[config.mk]
export PLATFORM = sky130hd
export DESIGN_NAME = tcp_pwm
export DESIGN_NICKNAME = d
export VERILOG_FILES = /design/src/tcp_pkg.sv /design/src/tcp_prescale.sv /design/src/tcp_channel.sv /design/src/tcp_pwm.sv
export VERILOG_INCLUDE_DIRS = /design/src
export SDC_FILE = /design/constraint.sdc
export NUM_CORES = 1
export LEC_CHECK = 0
export ABC_AREA = 0
export BUFFER_PORTS_ARGS = -buffer_cell sky130_fd_sc_hd__buf_2
export CORE_UTILIZATION = 65
export CTS_CLUSTER_DIAMETER = 100
export DETAILED_ROUTE_END_ITERATION = 7
export GPL_ROUTABILITY_DRIVEN = 0
export GPL_TIMING_DRIVEN = 0
export HOLD_SLACK_MARGIN = 0.12
export PLACE_DENSITY = 0.85
export SETUP_SLACK_MARGIN = 0.05
export SYNTH_ARGS = -nofsm -noshare
export SYNTH_HDL_FRONTEND = slang
export SYNTH_SLANG_ARGS = --single-unit
[constraint.sdc]
create_clock -name clk -period 6.3 [get_ports clk]
set_clock_uncertainty 0.2 [all_clocks]
set_input_delay 0.315 -clock clk [delete_from_list [all_inputs] [get_ports clk]]
set_output_delay 0.315 -clock clk [all_outputs]
set_load 0.005 [all_outputs]
[src/tcp_regs.svh]
// Purpose: register offsets, field positions and reset values of the pulse generator
// Assumes: 8-bit I/O space addressed by the host core
// Notes:   definitions only
`ifndef TCP_REGS_SVH
`define TCP_REGS_SVH

// ==========================================================
// offsets
`define TCP_ADDR_CH0_CTRL  8'h20
`define TCP_ADDR_CLK_CFG   8'h21
`define TCP_ADDR_CH0_DTH   8'h22
`define TCP_ADDR_CH0_DTL   8'h23
`define TCP_ADDR_BND_H     8'h24
`define TCP_ADDR_BND_L     8'h25
`define TCP_ADDR_CH1_CTRL  8'h26
`define TCP_ADDR_CH1_DTH   8'h28
`define TCP_ADDR_CH1_DTL   8'h29
`define TCP_ADDR_CH2_CTRL  8'h2C
`define TCP_ADDR_CH2_DTH   8'h2E
`define TCP_ADDR_CH2_DTL   8'h2F

// ==========================================================
// fields
`define TCP_CTL_GATE       7
`define TCP_CTL_STAT       6
`define TCP_CTL_INV        5
`define TCP_CTL_SEL        4
`define TCP_CTL_PORT_HI    3
`define TCP_CTL_PORT_LO    1
`define TCP_CTL_COMB       0
`define TCP_CLK_EN         7
`define TCP_CLK_PRE_HI     6
`define TCP_CLK_PRE_LO     4
`define TCP_CLK_SRC        0

// ==========================================================
// port codes and reset values
`define TCP_PORT_OFF       3'h0
`define TCP_PORT_C0_PIN1   3'h1
`define TCP_PORT_C0_PIN5   3'h2
`define TCP_PORT_C0_PIN0   3'h3
`define TCP_PORT_C1_PIN6   3'h1
`define TCP_PORT_C1_PIN4   3'h3
`define TCP_PORT_C2_PIN3   3'h3
`define TCP_PORT_C2_PIN5   3'h5
`define TCP_RST_CTRL       8'h00
`define TCP_RST_CLK        8'h00
`define TCP_RST_DUTY       11'h000
`define TCP_RST_BOUND      11'h000

`endif

[src/tcp_pkg.sv]
// Purpose: shared types of the pulse generator
// Assumes: nothing
// Notes:   constants live in tcp_regs.svh
package tcp_pkg;
    typedef logic [10:0] tcp_count_t;
    typedef logic [2:0]  tcp_port_t;
endpackage : tcp_pkg

[src/tcp_prescale.sv]
// Purpose: power-of-two tick generator for the shared counter
// Assumes: selected source clock edge arrives as a same-domain tick
// Notes:   divides ticks by 2**sel
`timescale 1ns/1ps
`default_nettype none
module tcp_prescale (
    input  wire logic       clk,
    input  wire logic       rst_n,
    input  wire logic       run,
    input  wire logic       src_tick,
    input  wire logic [2:0] sel,
    output logic            tick
);
    logic [6:0] div_q;
    logic [7:0] span;

    // ==========================================================
    // divider
    assign span = 8'(8'h01 << sel);
    always_ff @(posedge clk or negedge rst_n) begin
        if (!rst_n) begin
            div_q <= 7'h00;
        end else if (!run) begin
            div_q <= 7'h00;
        end else if (src_tick) begin
            if ({1'b0, div_q} >= span - 8'h01) begin
                div_q <= 7'h00;
            end else begin
                div_q <= div_q + 7'h01;
            end
        end
    end
    assign tick = run && src_tick && ({1'b0, div_q} >= span - 8'h01);
endmodule : tcp_prescale
`default_nettype wire

[src/tcp_channel.sv]
// Purpose: one duty channel with staged low bits and compare
// Assumes: counter and run enable come from the shared stage
// Notes:   duty takes effect on the high-byte write
`timescale 1ns/1ps
`default_nettype none
`include "tcp_regs.svh"
module tcp_channel (
    input  wire logic              clk,
    input  wire logic              rst_n,
    input  wire logic              wr_low,
    input  wire logic              wr_high,
    input  wire logic [7:0]        wdata,
    input  wire tcp_pkg::tcp_count_t count,
    input  wire logic              run,
    output logic                   raw
);
    logic [2:0]          low_q;
    tcp_pkg::tcp_count_t duty_q;

    // ==========================================================
    // duty staging
    always_ff @(posedge clk or negedge rst_n) begin
        if (!rst_n) begin
            low_q <= 3'h0;
        end else if (wr_low) begin
            low_q <= wdata[7:5];
        end
    end
    // commit on high write
    always_ff @(posedge clk or negedge rst_n) begin
        if (!rst_n) begin
            duty_q <= `TCP_RST_DUTY;
        end else if (wr_high) begin
            duty_q <= {wdata, low_q};
        end
    end
    // high below duty
    always_ff @(posedge clk or negedge rst_n) begin
        if (!rst_n) begin
            raw <= 1'b0;
        end else begin
            raw <= run && (count < duty_q);
        end
    end
endmodule : tcp_channel
`default_nettype wire

[src/tcp_pwm.sv]
// What this block does
// control bit 7 lets the comparator gate the channel output
// control bit 6 reads the channel generator output level
// channel 0 bit 5, write-only, inverts final output
// channel 0 bit 4 combines with channel 1; bit 0 XOR or OR
// channel 0 port: off, pin one, pin five, pin zero
// channel 1 bit 5 inverts; bit 4 carries channel 2
// channel 1 port: off, pin six, pin four
// channel 2 bit 5 inverts; bit 4 halves frequency
// channel 2 port: off, pin three, pin five
// clock bit 7 write-only global enable, reset off
// clock bits 6:4 prescale by powers of two up to 128
// clock bit 0 selects system clock or fast oscillator
// duty 11 bits: high holds 10:3, low 7:5 holds 2:0
// software writes low duty before high duty
// bound high holds 10:3, low 7:6 holds 2:1, bit 0 zero
// channels 1 and 2 own duty values, same layout
// duty reaches compare only on the high write
// counter counts zero to bound then wraps; high below duty
//
// Purpose: three-channel shared-period pulse generator on the I/O bus
// Assumes: host writes/reads with one-cycle strobes; oscillator arrives as a pin
// Notes:   write-only bits read as zero
`timescale 1ns/1ps
`default_nettype none
`include "tcp_regs.svh"
module tcp_pwm #(
    parameter bit FAST_DOUBLE = 1'b0
) (
    input  wire logic       clk,
    input  wire logic       rstn,
    input  wire logic [7:0] io_addr,
    input  wire logic       io_wr,
    input  wire logic       io_rd,
    input  wire logic [7:0] io_wdata,
    output logic      [7:0] io_rdata,
    input  wire logic       internal_fast_oscillator,
    input  wire logic       general_comparator,
    output logic            port_pin_zero,
    output logic            port_pin_zero_oe,
    output logic            port_pin_one,
    output logic            port_pin_one_oe,
    output logic            port_pin_three,
    output logic            port_pin_three_oe,
    output logic            port_pin_four,
    output logic            port_pin_four_oe,
    output logic            port_pin_five,
    output logic            port_pin_five_oe,
    output logic            port_pin_six,
    output logic            port_pin_six_oe
);
    // ==========================================================
    // reset and pin synchronisers
    logic       rst_m_q, rst_n_q;
    logic [1:0] osc_s_q, cmp_s_q;
    logic       osc_prev_q;
    always_ff @(posedge clk or negedge rstn) begin
        if (!rstn) begin
            rst_m_q <= 1'b0;
            rst_n_q <= 1'b0;
        end else begin
            rst_m_q <= 1'b1;
            rst_n_q <= rst_m_q;
        end
    end
    always_ff @(posedge clk or negedge rst_n_q) begin
        if (!rst_n_q) begin
            osc_s_q    <= 2'h0;
            cmp_s_q    <= 2'h0;
            osc_prev_q <= 1'b0;
        end else begin
            osc_s_q    <= {osc_s_q[0], internal_fast_oscillator};
            cmp_s_q    <= {cmp_s_q[0], general_comparator};
            osc_prev_q <= osc_s_q[1];
        end
    end

    // ==========================================================
    // register file
    logic [7:0]          ctl0_q, ctl1_q, ctl2_q, clk_q;
    logic [7:0]          bnd_h_q;
    logic [1:0]          bnd_l_q;
    tcp_pkg::tcp_count_t bound;
    logic                wr_ctl0, wr_ctl1, wr_ctl2, wr_clk, wr_bh, wr_bl;
    assign wr_ctl0 = io_wr && (io_addr == `TCP_ADDR_CH0_CTRL);
    assign wr_ctl1 = io_wr && (io_addr == `TCP_ADDR_CH1_CTRL);
    assign wr_ctl2 = io_wr && (io_addr == `TCP_ADDR_CH2_CTRL);
    assign wr_clk  = io_wr && (io_addr == `TCP_ADDR_CLK_CFG);
    assign wr_bh   = io_wr && (io_addr == `TCP_ADDR_BND_H);
    assign wr_bl   = io_wr && (io_addr == `TCP_ADDR_BND_L);

    // control storage per channel
    always_ff @(posedge clk or negedge rst_n_q) begin
        if (!rst_n_q) begin
            ctl0_q <= `TCP_RST_CTRL;
            ctl1_q <= `TCP_RST_CTRL;
            ctl2_q <= `TCP_RST_CTRL;
        end else begin
            if (wr_ctl0) ctl0_q <= io_wdata;
            if (wr_ctl1) ctl1_q <= io_wdata;
            if (wr_ctl2) ctl2_q <= io_wdata;
        end
    end
    // enable, prescale and source
    always_ff @(posedge clk or negedge rst_n_q) begin
        if (!rst_n_q) begin
            clk_q <= `TCP_RST_CLK;
        end else if (wr_clk) begin
            clk_q <= io_wdata;
        end
    end
    // bound halves, bit 0 held at zero
    always_ff @(posedge clk or negedge rst_n_q) begin
        if (!rst_n_q) begin
            bnd_h_q <= 8'h00;
            bnd_l_q <= 2'h0;
        end else begin
            if (wr_bh) bnd_h_q <= io_wdata;
            if (wr_bl) bnd_l_q <= io_wdata[7:6];
        end
    end
    assign bound = {bnd_h_q, bnd_l_q, 1'b0};

    // ==========================================================
    // clock stage and shared counter
    logic                run, src_tick, tick;
    tcp_pkg::tcp_count_t cnt_q;
    logic                fast_tick;
    assign run       = clk_q[`TCP_CLK_EN];
    // doubled rate counts both oscillator edges
    assign fast_tick = FAST_DOUBLE ? (osc_s_q[1] ^ osc_prev_q)
                                   : (osc_s_q[1] & ~osc_prev_q);
    // source choice
    assign src_tick  = clk_q[`TCP_CLK_SRC] ? fast_tick : 1'b1;
    // power-of-two prescaler
    tcp_prescale u_pre (
        .clk      (clk),
        .rst_n    (rst_n_q),
        .run      (run),
        .src_tick (src_tick),
        .sel      (clk_q[`TCP_CLK_PRE_HI:`TCP_CLK_PRE_LO]),
        .tick     (tick)
    );
    logic wrap;
    assign wrap = tick && (cnt_q >= bound);
    // count to bound then wrap
    always_ff @(posedge clk or negedge rst_n_q) begin
        if (!rst_n_q) begin
            cnt_q <= `TCP_RST_BOUND;
        end else if (!run) begin
            cnt_q <= `TCP_RST_BOUND;
        end else if (tick) begin
            cnt_q <= wrap ? 11'h000 : cnt_q + 11'h001;
        end
    end

    // ==========================================================
    // channels
    logic [2:0] raw;
    logic [7:0] addr_lo [3];
    logic [7:0] addr_hi [3];
    assign addr_lo[0] = `TCP_ADDR_CH0_DTL;
    assign addr_hi[0] = `TCP_ADDR_CH0_DTH;
    assign addr_lo[1] = `TCP_ADDR_CH1_DTL;
    assign addr_hi[1] = `TCP_ADDR_CH1_DTH;
    assign addr_lo[2] = `TCP_ADDR_CH2_DTL;
    assign addr_hi[2] = `TCP_ADDR_CH2_DTH;
    genvar g;
    generate
        for (g = 0; g < 3; g++) begin : g_ch
            // low then high duty bytes
            // each channel own duty
            tcp_channel u_ch (
                .clk     (clk),
                .rst_n   (rst_n_q),
                .wr_low  (io_wr && (io_addr == addr_lo[g])),
                .wr_high (io_wr && (io_addr == addr_hi[g])),
                .wdata   (io_wdata),
                .count   (cnt_q),
                .run     (run),
                .raw     (raw[g])
            );
        end
    endgenerate

    // ==========================================================
    // output shaping
    logic half_q;
    // halve by toggling on each rise of channel 2
    logic raw2_prev_q;
    always_ff @(posedge clk or negedge rst_n_q) begin
        if (!rst_n_q) begin
            raw2_prev_q <= 1'b0;
            half_q      <= 1'b0;
        end else begin
            raw2_prev_q <= raw[2];
            if (!run) half_q <= 1'b0;
            else if (raw[2] && !raw2_prev_q) half_q <= ~half_q;
        end
    end
    logic w2, w1, w0, comb, o0, o1, o2;
    logic cmp;
    assign cmp = cmp_s_q[1];
    assign w2  = ctl2_q[`TCP_CTL_SEL] ? half_q : raw[2];
    // channel 1 path source
    assign w1  = ctl1_q[`TCP_CTL_SEL] ? w2 : raw[1];
    // combine channel 0 with 1
    assign comb = ctl0_q[`TCP_CTL_COMB] ? (raw[0] | raw[1]) : (raw[0] ^ raw[1]);
    assign w0  = ctl0_q[`TCP_CTL_SEL] ? comb : raw[0];
    // comparator gating; R3 R6 R8 - polarity
    assign o0  = (w0 & ~(ctl0_q[`TCP_CTL_GATE] & ~cmp)) ^ ctl0_q[`TCP_CTL_INV];
    assign o1  = (w1 & ~(ctl1_q[`TCP_CTL_GATE] & ~cmp)) ^ ctl1_q[`TCP_CTL_INV];
    assign o2  = (w2 & ~(ctl2_q[`TCP_CTL_GATE] & ~cmp)) ^ ctl2_q[`TCP_CTL_INV];

    // ==========================================================
    // pin routing; pin five shared, channel 0 wins
    tcp_pkg::tcp_port_t p0, p1, p2;
    assign p0 = ctl0_q[`TCP_CTL_PORT_HI:`TCP_CTL_PORT_LO];
    assign p1 = ctl1_q[`TCP_CTL_PORT_HI:`TCP_CTL_PORT_LO];
    assign p2 = ctl2_q[`TCP_CTL_PORT_HI:`TCP_CTL_PORT_LO];
    always_ff @(posedge clk or negedge rst_n_q) begin
        if (!rst_n_q) begin
            port_pin_zero_oe  <= 1'b0;
            port_pin_one_oe   <= 1'b0;
            port_pin_three_oe <= 1'b0;
            port_pin_four_oe  <= 1'b0;
            port_pin_five_oe  <= 1'b0;
            port_pin_six_oe   <= 1'b0;
            port_pin_zero     <= 1'b0;
            port_pin_one      <= 1'b0;
            port_pin_three    <= 1'b0;
            port_pin_four     <= 1'b0;
            port_pin_five     <= 1'b0;
            port_pin_six      <= 1'b0;
        end else begin
            // channel 0 pins
            port_pin_one_oe   <= (p0 == `TCP_PORT_C0_PIN1);
            port_pin_zero_oe  <= (p0 == `TCP_PORT_C0_PIN0);
            // channel 1 pins
            port_pin_six_oe   <= (p1 == `TCP_PORT_C1_PIN6);
            port_pin_four_oe  <= (p1 == `TCP_PORT_C1_PIN4);
            // channel 2 pins
            port_pin_three_oe <= (p2 == `TCP_PORT_C2_PIN3);
            port_pin_five_oe  <= (p0 == `TCP_PORT_C0_PIN5) || (p2 == `TCP_PORT_C2_PIN5);
            port_pin_zero     <= o0;
            port_pin_one      <= o0;
            port_pin_six      <= o1;
            port_pin_four     <= o1;
            port_pin_three    <= o2;
            port_pin_five     <= (p0 == `TCP_PORT_C0_PIN5) ? o0 : o2;
        end
    end

    // ==========================================================
    // read path; R14 ordering is the host's duty, write-only bits read zero
    always_ff @(posedge clk or negedge rst_n_q) begin
        if (!rst_n_q) begin
            io_rdata <= 8'h00;
        end else if (io_rd) begin
            // live generator level
            if (io_addr == `TCP_ADDR_CH0_CTRL) begin
                io_rdata <= {ctl0_q[7], raw[0], 1'b0, ctl0_q[4:0]};
            end else if (io_addr == `TCP_ADDR_CH1_CTRL) begin
                io_rdata <= {ctl1_q[7], raw[1], ctl1_q[5:0]};
            end else if (io_addr == `TCP_ADDR_CH2_CTRL) begin
                io_rdata <= {ctl2_q[7], raw[2], ctl2_q[5:0]};
            end else begin
                io_rdata <= 8'h00;
            end
        end
    end

    // ==========================================================
    // checks
    chk_enable_stops: assert property (@(posedge clk) disable iff (!rst_n_q)
        !run |=> cnt_q == 11'h000)
        else $error("counter moved while disabled");
    chk_count_bound: assert property (@(posedge clk) disable iff (!rst_n_q)
        (run && tick && cnt_q >= bound) |=> cnt_q == 11'h000)
        else $error("counter did not wrap at bound");
    chk_bound_bit0: assert property (@(posedge clk) disable iff (!rst_n_q)
        bound[0] == 1'b0)
        else $error("bound bit zero set");
    chk_off_pins: assert property (@(posedge clk) disable iff (!rst_n_q)
        (p0 == `TCP_PORT_OFF && p2 == `TCP_PORT_OFF) |=> !port_pin_five_oe)
        else $error("pin five driven while off");
    chk_pin_six: assert property (@(posedge clk) disable iff (!rst_n_q)
        (p1 == `TCP_PORT_C1_PIN6) |=> port_pin_six_oe && port_pin_six == $past(o1))
        else $error("pin six wrong");
    chk_pin_three: assert property (@(posedge clk) disable iff (!rst_n_q)
        (p2 == `TCP_PORT_C2_PIN3) |=> port_pin_three == $past(o2))
        else $error("pin three wrong");
    chk_status_read: assert property (@(posedge clk) disable iff (!rst_n_q)
        (io_rd && io_addr == `TCP_ADDR_CH1_CTRL) |=> io_rdata[6] == $past(raw[1]))
        else $error("status bit wrong");
    chk_polarity_inv: assert property (@(posedge clk) disable iff (!rst_n_q)
        (ctl0_q[4] == 1'b0 && ctl0_q[7] == 1'b0) |-> o0 == (raw[0] ^ ctl0_q[5]))
        else $error("channel 0 polarity wrong");
    chk_comb_or: assert property (@(posedge clk) disable iff (!rst_n_q)
        (ctl0_q[4] && ctl0_q[0] && !ctl0_q[7]) |-> (o0 ^ ctl0_q[5]) == (raw[0] | raw[1]))
        else $error("combine wrong");
    chk_gate_cmp: assert property (@(posedge clk) disable iff (!rst_n_q)
        (ctl1_q[7] && !cmp && !ctl1_q[5]) |-> !o1)
        else $error("gating failed");

    chk_comb_xor: assert property (@(posedge clk) disable iff (!rst_n_q)
        (ctl0_q[4] && !ctl0_q[0] && !ctl0_q[7]) |-> (o0 ^ ctl0_q[5]) == (raw[0] ^ raw[1]))
        else $error("xor combine wrong");

    chk_pin_zero: assert property (@(posedge clk) disable iff (!rst_n_q)
        (p0 == `TCP_PORT_C0_PIN0) |=> port_pin_zero_oe && port_pin_zero == $past(o0))
        else $error("pin zero wrong");

    chk_pin_one: assert property (@(posedge clk) disable iff (!rst_n_q)
        (p0 == `TCP_PORT_C0_PIN1) |=> port_pin_one_oe && port_pin_one == $past(o0))
        else $error("pin one wrong");

    chk_pin_four: assert property (@(posedge clk) disable iff (!rst_n_q)
        (p1 == `TCP_PORT_C1_PIN4) |=> port_pin_four_oe && port_pin_four == $past(o1))
        else $error("pin four wrong");

    // channel 2 drives pin five when channel 0 does not ask for it
    chk_pin_five: assert property (@(posedge clk) disable iff (!rst_n_q)
        (p2 == `TCP_PORT_C2_PIN5 && p0 != `TCP_PORT_C0_PIN5)
        |=> port_pin_five_oe && port_pin_five == $past(o2))
        else $error("pin five wrong");

    chk_src_ch2: assert property (@(posedge clk) disable iff (!rst_n_q)
        (ctl1_q[4] && !ctl1_q[7]) |-> (o1 ^ ctl1_q[5]) == w2)
        else $error("channel 1 source wrong");

    chk_half_toggle: assert property (@(posedge clk) disable iff (!rst_n_q)
        (run && raw[2] && !raw2_prev_q) |=> half_q != $past(half_q))
        else $error("halver did not toggle");

    chk_raw_idle: assert property (@(posedge clk) disable iff (!rst_n_q)
        !run |=> raw == 3'h0)
        else $error("channel active while disabled");

    // ==========================================================
    // coverage
    cov_run: cover property (@(posedge clk) disable iff (!rst_n_q) run && wrap);
    cov_raw0: cover property (@(posedge clk) disable iff (!rst_n_q) raw[0] ##1 !raw[0]);
    cov_half: cover property (@(posedge clk) disable iff (!rst_n_q) $rose(half_q));
    cov_gate: cover property (@(posedge clk) disable iff (!rst_n_q) ctl1_q[7] && !cmp && raw[1]);
    cov_fast: cover property (@(posedge clk) disable iff (!rst_n_q) clk_q[0] && tick);
endmodule : tcp_pwm
`default_nettype wire

Yosys cells after proc, flatten, opt, wreduce, memory -nomap -nowiden
Cells that the tools add are included.
{"block": "totals", "elab_cells": 122, "inputBits": 22, "out_inout_bits": 20, "regBits": 132}
{"block": "classes", "addsub": 3, "shift": 1, "eq_ne": 22, "muxes": 17, "order_cmp": 5, "reduce_logical": 21, "n_bitwise": 18}
{"op": "8-bit by 6-bit == test with 1-bit output, second input constant", "count": 12}
{"op": "11-bit less-than comparator", "count": 3}
{"op": "11-bit two-way mux", "count": 3}
{"op": "8-bit two-way mux", "count": 3}
{"op": "7-bit two-way mux", "count": 3}
{"op": "1-bit logical AND", "count": 19}
{"op": "3-bit by 2-bit == test with 1-bit output, second input constant", "count": 4}
{"op": "11-bit by 1-bit adder with 11-bit output, second input constant", "count": 1}
{"op": "11-bit greater-or-equal comparator", "count": 1}
{"op": "7-bit by 8-bit greater-or-equal comparator with 1-bit output", "count": 1}
{"op": "1-bit two-way mux", "count": 8}
{"op": "1-bit by 3-bit left shift with 8-bit output, first input constant", "count": 1}
{"op": "8-bit by 1-bit subtractor with 8-bit output, second input constant", "count": 1}
{"op": "7-bit by 1-bit adder with 7-bit output, second input constant", "count": 1}
{"op": "1-bit AND", "count": 7}
{"op": "3-bit by 1-bit == test with 1-bit output, second input constant", "count": 2}
{"op": "2-bit by 1-bit inequality test with 1-bit output, second input constant", "count": 3}
{"op": "1-bit inverter", "count": 6}
{"op": "1-bit XOR", "count": 4}
{"op": "3-bit == test, second input constant", "count": 1}
{"op": "1-bit zero test", "count": 1}
{"op": "1-bit logical OR", "count": 1}
{"op": "1-bit OR", "count": 1}

Logic depth before layout (Yosys ltp)
{"block": "logic_depth", "depth_word": 9, "ltp_mapped": 10}

Hierarchy
Synthesis repeated with hierarchy kept, for this count alone.
{"block": "unflattened", "hier_cells": 590, "hier_area_um2": 6321.1}
{"mod": "tcp_pwm", "area_per_inst_um2": 3460.8, "n_inst": 1, "cells_per_inst": 294, "seq_area_each_um2": 1851.8}
{"mod": "tcp_channel", "area_per_inst_um2": 764.5, "n_inst": 3, "cells_per_inst": 76, "seq_area_each_um2": 375.4}
{"mod": "tcp_prescale", "area_per_inst_um2": 566.8, "n_inst": 1, "cells_per_inst": 68, "seq_area_each_um2": 175.2}

Least setup slack after synthesis
Ideal clock, no wire load.
{"block": "synth_timing", "path_kind": "register -> register", "from": "register clk_q[6]", "to": "register cnt_q[2]", "t_required_ns": 6.005, "period_less_slack_ns": 2.425, "setup_ns": 0.095, "path_buffers": 2, "arrival_time_ns": 2.130, "slack_ns": 3.875, "path_stages_with_launch": 11, "cell_sequence": "dfrtp_1 or3_1 ha_1 nand2b_1 a31oi_1 o21ai_1 buf_2 and2_0 clkbuf_1 nand2_1 o31ai_1"}
{"block": "synth_between", "elab_chain_cells": 8, "elab_cells_between_ends": 9, "classes_between": "add/sub (1); order compare (1); eq/ne (1); shift (1); mux (3); reduce/logical (2)"}
{"item": "start: declaration", "line": "tcp_pwm.sv:80", "source": "logic [7:0] ctl0_q, ctl1_q, ctl2_q, clk_q;"}
{"item": "start signal: assignment", "line": "tcp_pwm.sv:107", "source": "clk_q <= `TCP_RST_CLK;"}
{"item": "start signal: assignment", "line": "tcp_pwm.sv:109", "source": "clk_q <= io_wdata;"}
{"item": "1-bit by 3-bit left shift with 8-bit output *", "line": "tcp_prescale.sv:19", "source": "assign span = 8'(8'h01 << sel);"}
{"item": "8-bit by 1-bit subtractor with 8-bit output *", "line": "tcp_prescale.sv:33", "source": "assign tick = run && src_tick && ({1'b0, div_q} >= span - 8'h01);"}
{"item": "7-bit by 8-bit greater-or-equal comparator with 1-bit output *", "line": "tcp_prescale.sv:33"}
{"item": "1-bit logical AND *", "line": "tcp_prescale.sv:33"}
{"item": "1-bit logical AND", "line": "tcp_pwm.sv:145", "source": "assign wrap = tick && (cnt_q >= bound);"}
{"item": "11-bit two-way mux", "line": "tcp_pwm.sv:153", "source": "cnt_q <= wrap ? 11'h000 : cnt_q + 11'h001;"}
{"item": "11-bit two-way mux", "line": "tcp_pwm.sv:152", "source": "end else if (tick) begin"}
{"item": "11-bit two-way mux", "line": "tcp_pwm.sv:150", "source": "end else if (!run) begin"}
{"item": "end signal: assignment", "line": "tcp_pwm.sv:149", "source": "cnt_q <= `TCP_RST_BOUND;"}
{"item": "end signal: assignment", "line": "tcp_pwm.sv:151", "source": "cnt_q <= `TCP_RST_BOUND;"}
{"item": "end signal: assignment", "line": "tcp_pwm.sv:153"}
{"item": "end: declaration", "line": "tcp_pwm.sv:127", "source": "tcp_pkg::tcp_count_t cnt_q;"}
Mark *: on every way between the ends. The rest lies on a longest branch, timed or not. The select of a mux whose other input is x is not followed.
A chain may end at the register's enable or synchronous reset.

Worst setup path in the final report
Ends and elaborated chain as after synthesis.

==> reports/qor.csv <==
stage,metric,value,unit
synth,ys_seq_elements,126,
sta,finalSetupViolCount,0,
floorplan,num_rows,35,
drt,routed_wl,16100,µm
synth,synthDistinctLibCells,56,
critical_path,slowest_delay,450,ps
synth,syn_nets,673,
critical_path,cp_max_fo,10,
power_and_ir_drop,p_per_area,262,mW/mm²
clock_network,h-tree-depth,4,
synth,seq_area_frac_synth,49.1,%
grt,grt_max_degree,69,
final_layout,area_growth,17.5,%
final_layout,layout.nets,748,
sta,fin_crit_sh,45.6,%
floorplan,die_area,0.0103,mm²
critical_path,required,6530,ps
power_and_ir_drop,p_leak,3.73,nW
outcome,status,completed,
power_and_ir_drop,vdd_drop_max,0.000201,V
worst_hold_path,min-delay-path-class,primary input to flop,
final_layout,diodes,0,
clock_network,cts_num_sinks,126,
clock_network,clock-root-buffer,clkbuf_8,
sta,hold_viol,0,
synth,ys_warn_count,0,
drt,via_per_inst,6.27,
placement,portBuffers,37,
clock_network,cts_buffers,17,
drt,ant_nets,0,
clock_network,post_cts_buffers,0,
critical_path,crit_buf_inv,2,
grt,track_usage,33.5,%
synth,ys_async_sr_fraction,100,%
sta,setup-tns-final,0,ps
final_layout,drive_gt1_share,22.2,%
grt,grt-ovfl-total,0,
clock_network,cts_tree,built,
placement,dp_hpwl,10500,µm
critical_path,cpLargestDelayFamily,simple AND/OR/NAND/NOR gates,
sta,rsz0062_at_grt,false,
synth,synthCells,601,
sta,slew_viol_final,0,
final_layout,final_cell_mix,"dfrtp_1 (125), mux2_2 (60), nand2_1 (52), inv_1 (50), ha_1 (50)",
sta,fin_hold_ws,117,ps
floorplan,die_y,101,µm
sta,tightest_slew,887,ps
floorplan,start_util,68.2,%
drt,drcViolationCount,0,
flow_run,cap_violations,0,
critical_path,end_kind,flop,
clock_network,clkTransAtPathRegs,60,ps
synth,synth_area_leaders,"dfrtp_1 (49%), mux2_2 (11%), ha_1 (9.7%), a21oi_1 (3.4%), nand2_1 (3.0%)",
drt,firstDrtPassIters,6,
final_layout,nFillCells,525,
sta,layout_min_cycle_time,2870,ps
floorplan,core,0.00942,mm²
clock_network,max-clock-path-buffers,2,
critical_path,cp_cell_sequence,or3_1 -> ha_1 -> nand2b_1 -> a31oi_1 -> o21ai_1 -> buf_2 -> and2_0 -> clkbuf_1 -> nand2_1 -> o31ai_1,
critical_path,crit_arrival,3100,ps
clock_network,clk-insertion-delay-late,520,ps
critical_path,ff2ff_setup_slack,3430,ps
critical_path,worstSetupPathType,flop to flop,
grt,grt_pass1_wl,25400,µm
synth,synth_top_area_share,49.1,%
floorplan,pin_count,42,
grt,antenna_found_initial,0,
synth,syn_avg_cell_area,10.7,µm²
synth,synthFlopType,dfrtp_1,
final_layout,mostFrequentLayoutCell,dfrtp_1,
synth,netlist.top_cell.by_area,dfrtp_1,
grt,first_global_vias,5178,
floorplan,dieWidth,101,µm
sta,slew_headroom,40.9,%
synth,syn-cell-area,0.00642,mm²
critical_path,crit_slowest_cell,dfrtp_1,
sta,fmax,348,MHz
drt,num_vias,5127,
synth,synth_edf_count,0,
power_and_ir_drop,power,1.98,mW
drt,drt_iter0_drc,389,
critical_path,crit_path_start_kind,flop,
drt,wl_per_cell,19.7,µm
[layer usage]
layer  track usage [%]  wire length [µm]  vias to the layer above
li1                  -                 -                     2255
met4              16.8               502                        0
met1              41.6              6270                     2552
met5                 0                 0                        -
met3              6.69              1200                       58
met2              56.2              8110                      262
[final cells by class]
cell class              count  area [µm²]  share of cell area (%)
multi-input cells         399        2950                    39.0
repair buffers             56         393                    5.21
inverters                  51         191                    2.54
plain buffers              25         131                    1.74
clock buffers              17         414                    5.49
flip-flops and latches    126        3160                    41.8
clock inverters            15         154                    2.04
well taps                 129         161                    2.14
[flip-flops by register name, indices dropped and copies added (netlist names), 3 cells and up]
| signal | count |
|---|---|
| g_ch.u_ch.raw | 3 |
| g_ch.u_ch.low_q | 9 |
| cnt_q | 11 |
| u_pre.div_q | 7 |
| io_rdata | 8 |
| g_ch.u_ch.duty_q | 33 |
| bnd_h_q | 8 |
| ctl0_q | 7 |
| clk_q | 5 |
| ctl1_q | 7 |
| ctl2_q | 7 |
[where the power goes]
part	internal (mW)	switching [mW]
clock	0.536	0.405
sequential	0.846	0.0309
combinational	0.0669	0.0922
[worst reg2reg max path, delay by kind of cell (launching register included)]
family | cells | cell delay, ps
compound gates | 3 | 580
flops | 1 | 450
simple gates | 4 | 770
fa+ha+maj | 1 | 270
buf+inv | 2 | 520
[cells in the mapped netlist (all sizes together), types with 3 or more instances]
master / n
inv: 50
and3b: 3
o21a: 5
nor3b: 6
a31oi: 4
ha: 50
nor3: 3
a21oi: 43
a21o: 5
and3: 4
mux2: 60
nand4: 6
or3b: 3
nand2b: 4
buf: 14
dfrtp: 126
a31o: 3
nand2: 52
nor2: 30
clkbuf: 11
a211o: 3
and2: 8
o21ai: 40
nor2b: 7
a22oi: 8
xor2: 3
o31ai: 4
nand3: 17
[timing repair]
item                      CTS  global route
resized for setup           0             0
hold buffers               18             0
hold endpoints to repair   59             0
[logic make-up (layout without fill, tap and decap cells)]
| kind of cell | count (synthesis) | after routing | share of synthesized area [%] |
|---|---|---|---|
| AND/OR/NAND/NOR | 157 | 157 | 13.0 |
| flip-flops | 126 | 126 | 49.1 |
| AO/OA/AOI/OAI | 125 | 125 | 11.7 |
| buffers and inverters | 76 | 164 | 5.03 |
| multiplexers | 62 | 62 | 10.8 |
| adder cells (fa/ha/maj) | 50 | 50 | 9.74 |
| XOR/XNOR | 4 | 4 | 0.546 |
| other | 1 | 1 | 0.0584 |
[through the flow]
step	std cells	util, %	instance area, µm²	setup WS [ps]
finish	818	80.2	7550	3430
global route	818	80.2	7550	3200
floorplan	601	-	6420	2330
CTS	818	80.2	7550	3450
global placement	767	71.9	6770	1160
detailed placement	768	72.2	6800	3530
[path summary, 6_finish.rpt]
check                                 from                    end  depth (start not counted)
worst max-delay path              clk_q[6]               cnt_q[2]                         10
worst min-delay path            io_addr[6]  g_ch[2].u_ch.low_q[2]                          4
worst max register to register    clk_q[6]               cnt_q[2]                         10
worst min register to register  osc_s_q[0]             osc_s_q[1]                          0
max in group asynchronous          rst_n_q               cnt_q[8]                          1
min in group asynchronous          rst_n_q           port_pin_six                          0
Note: power is estimated with default switching activity, not from simulation.
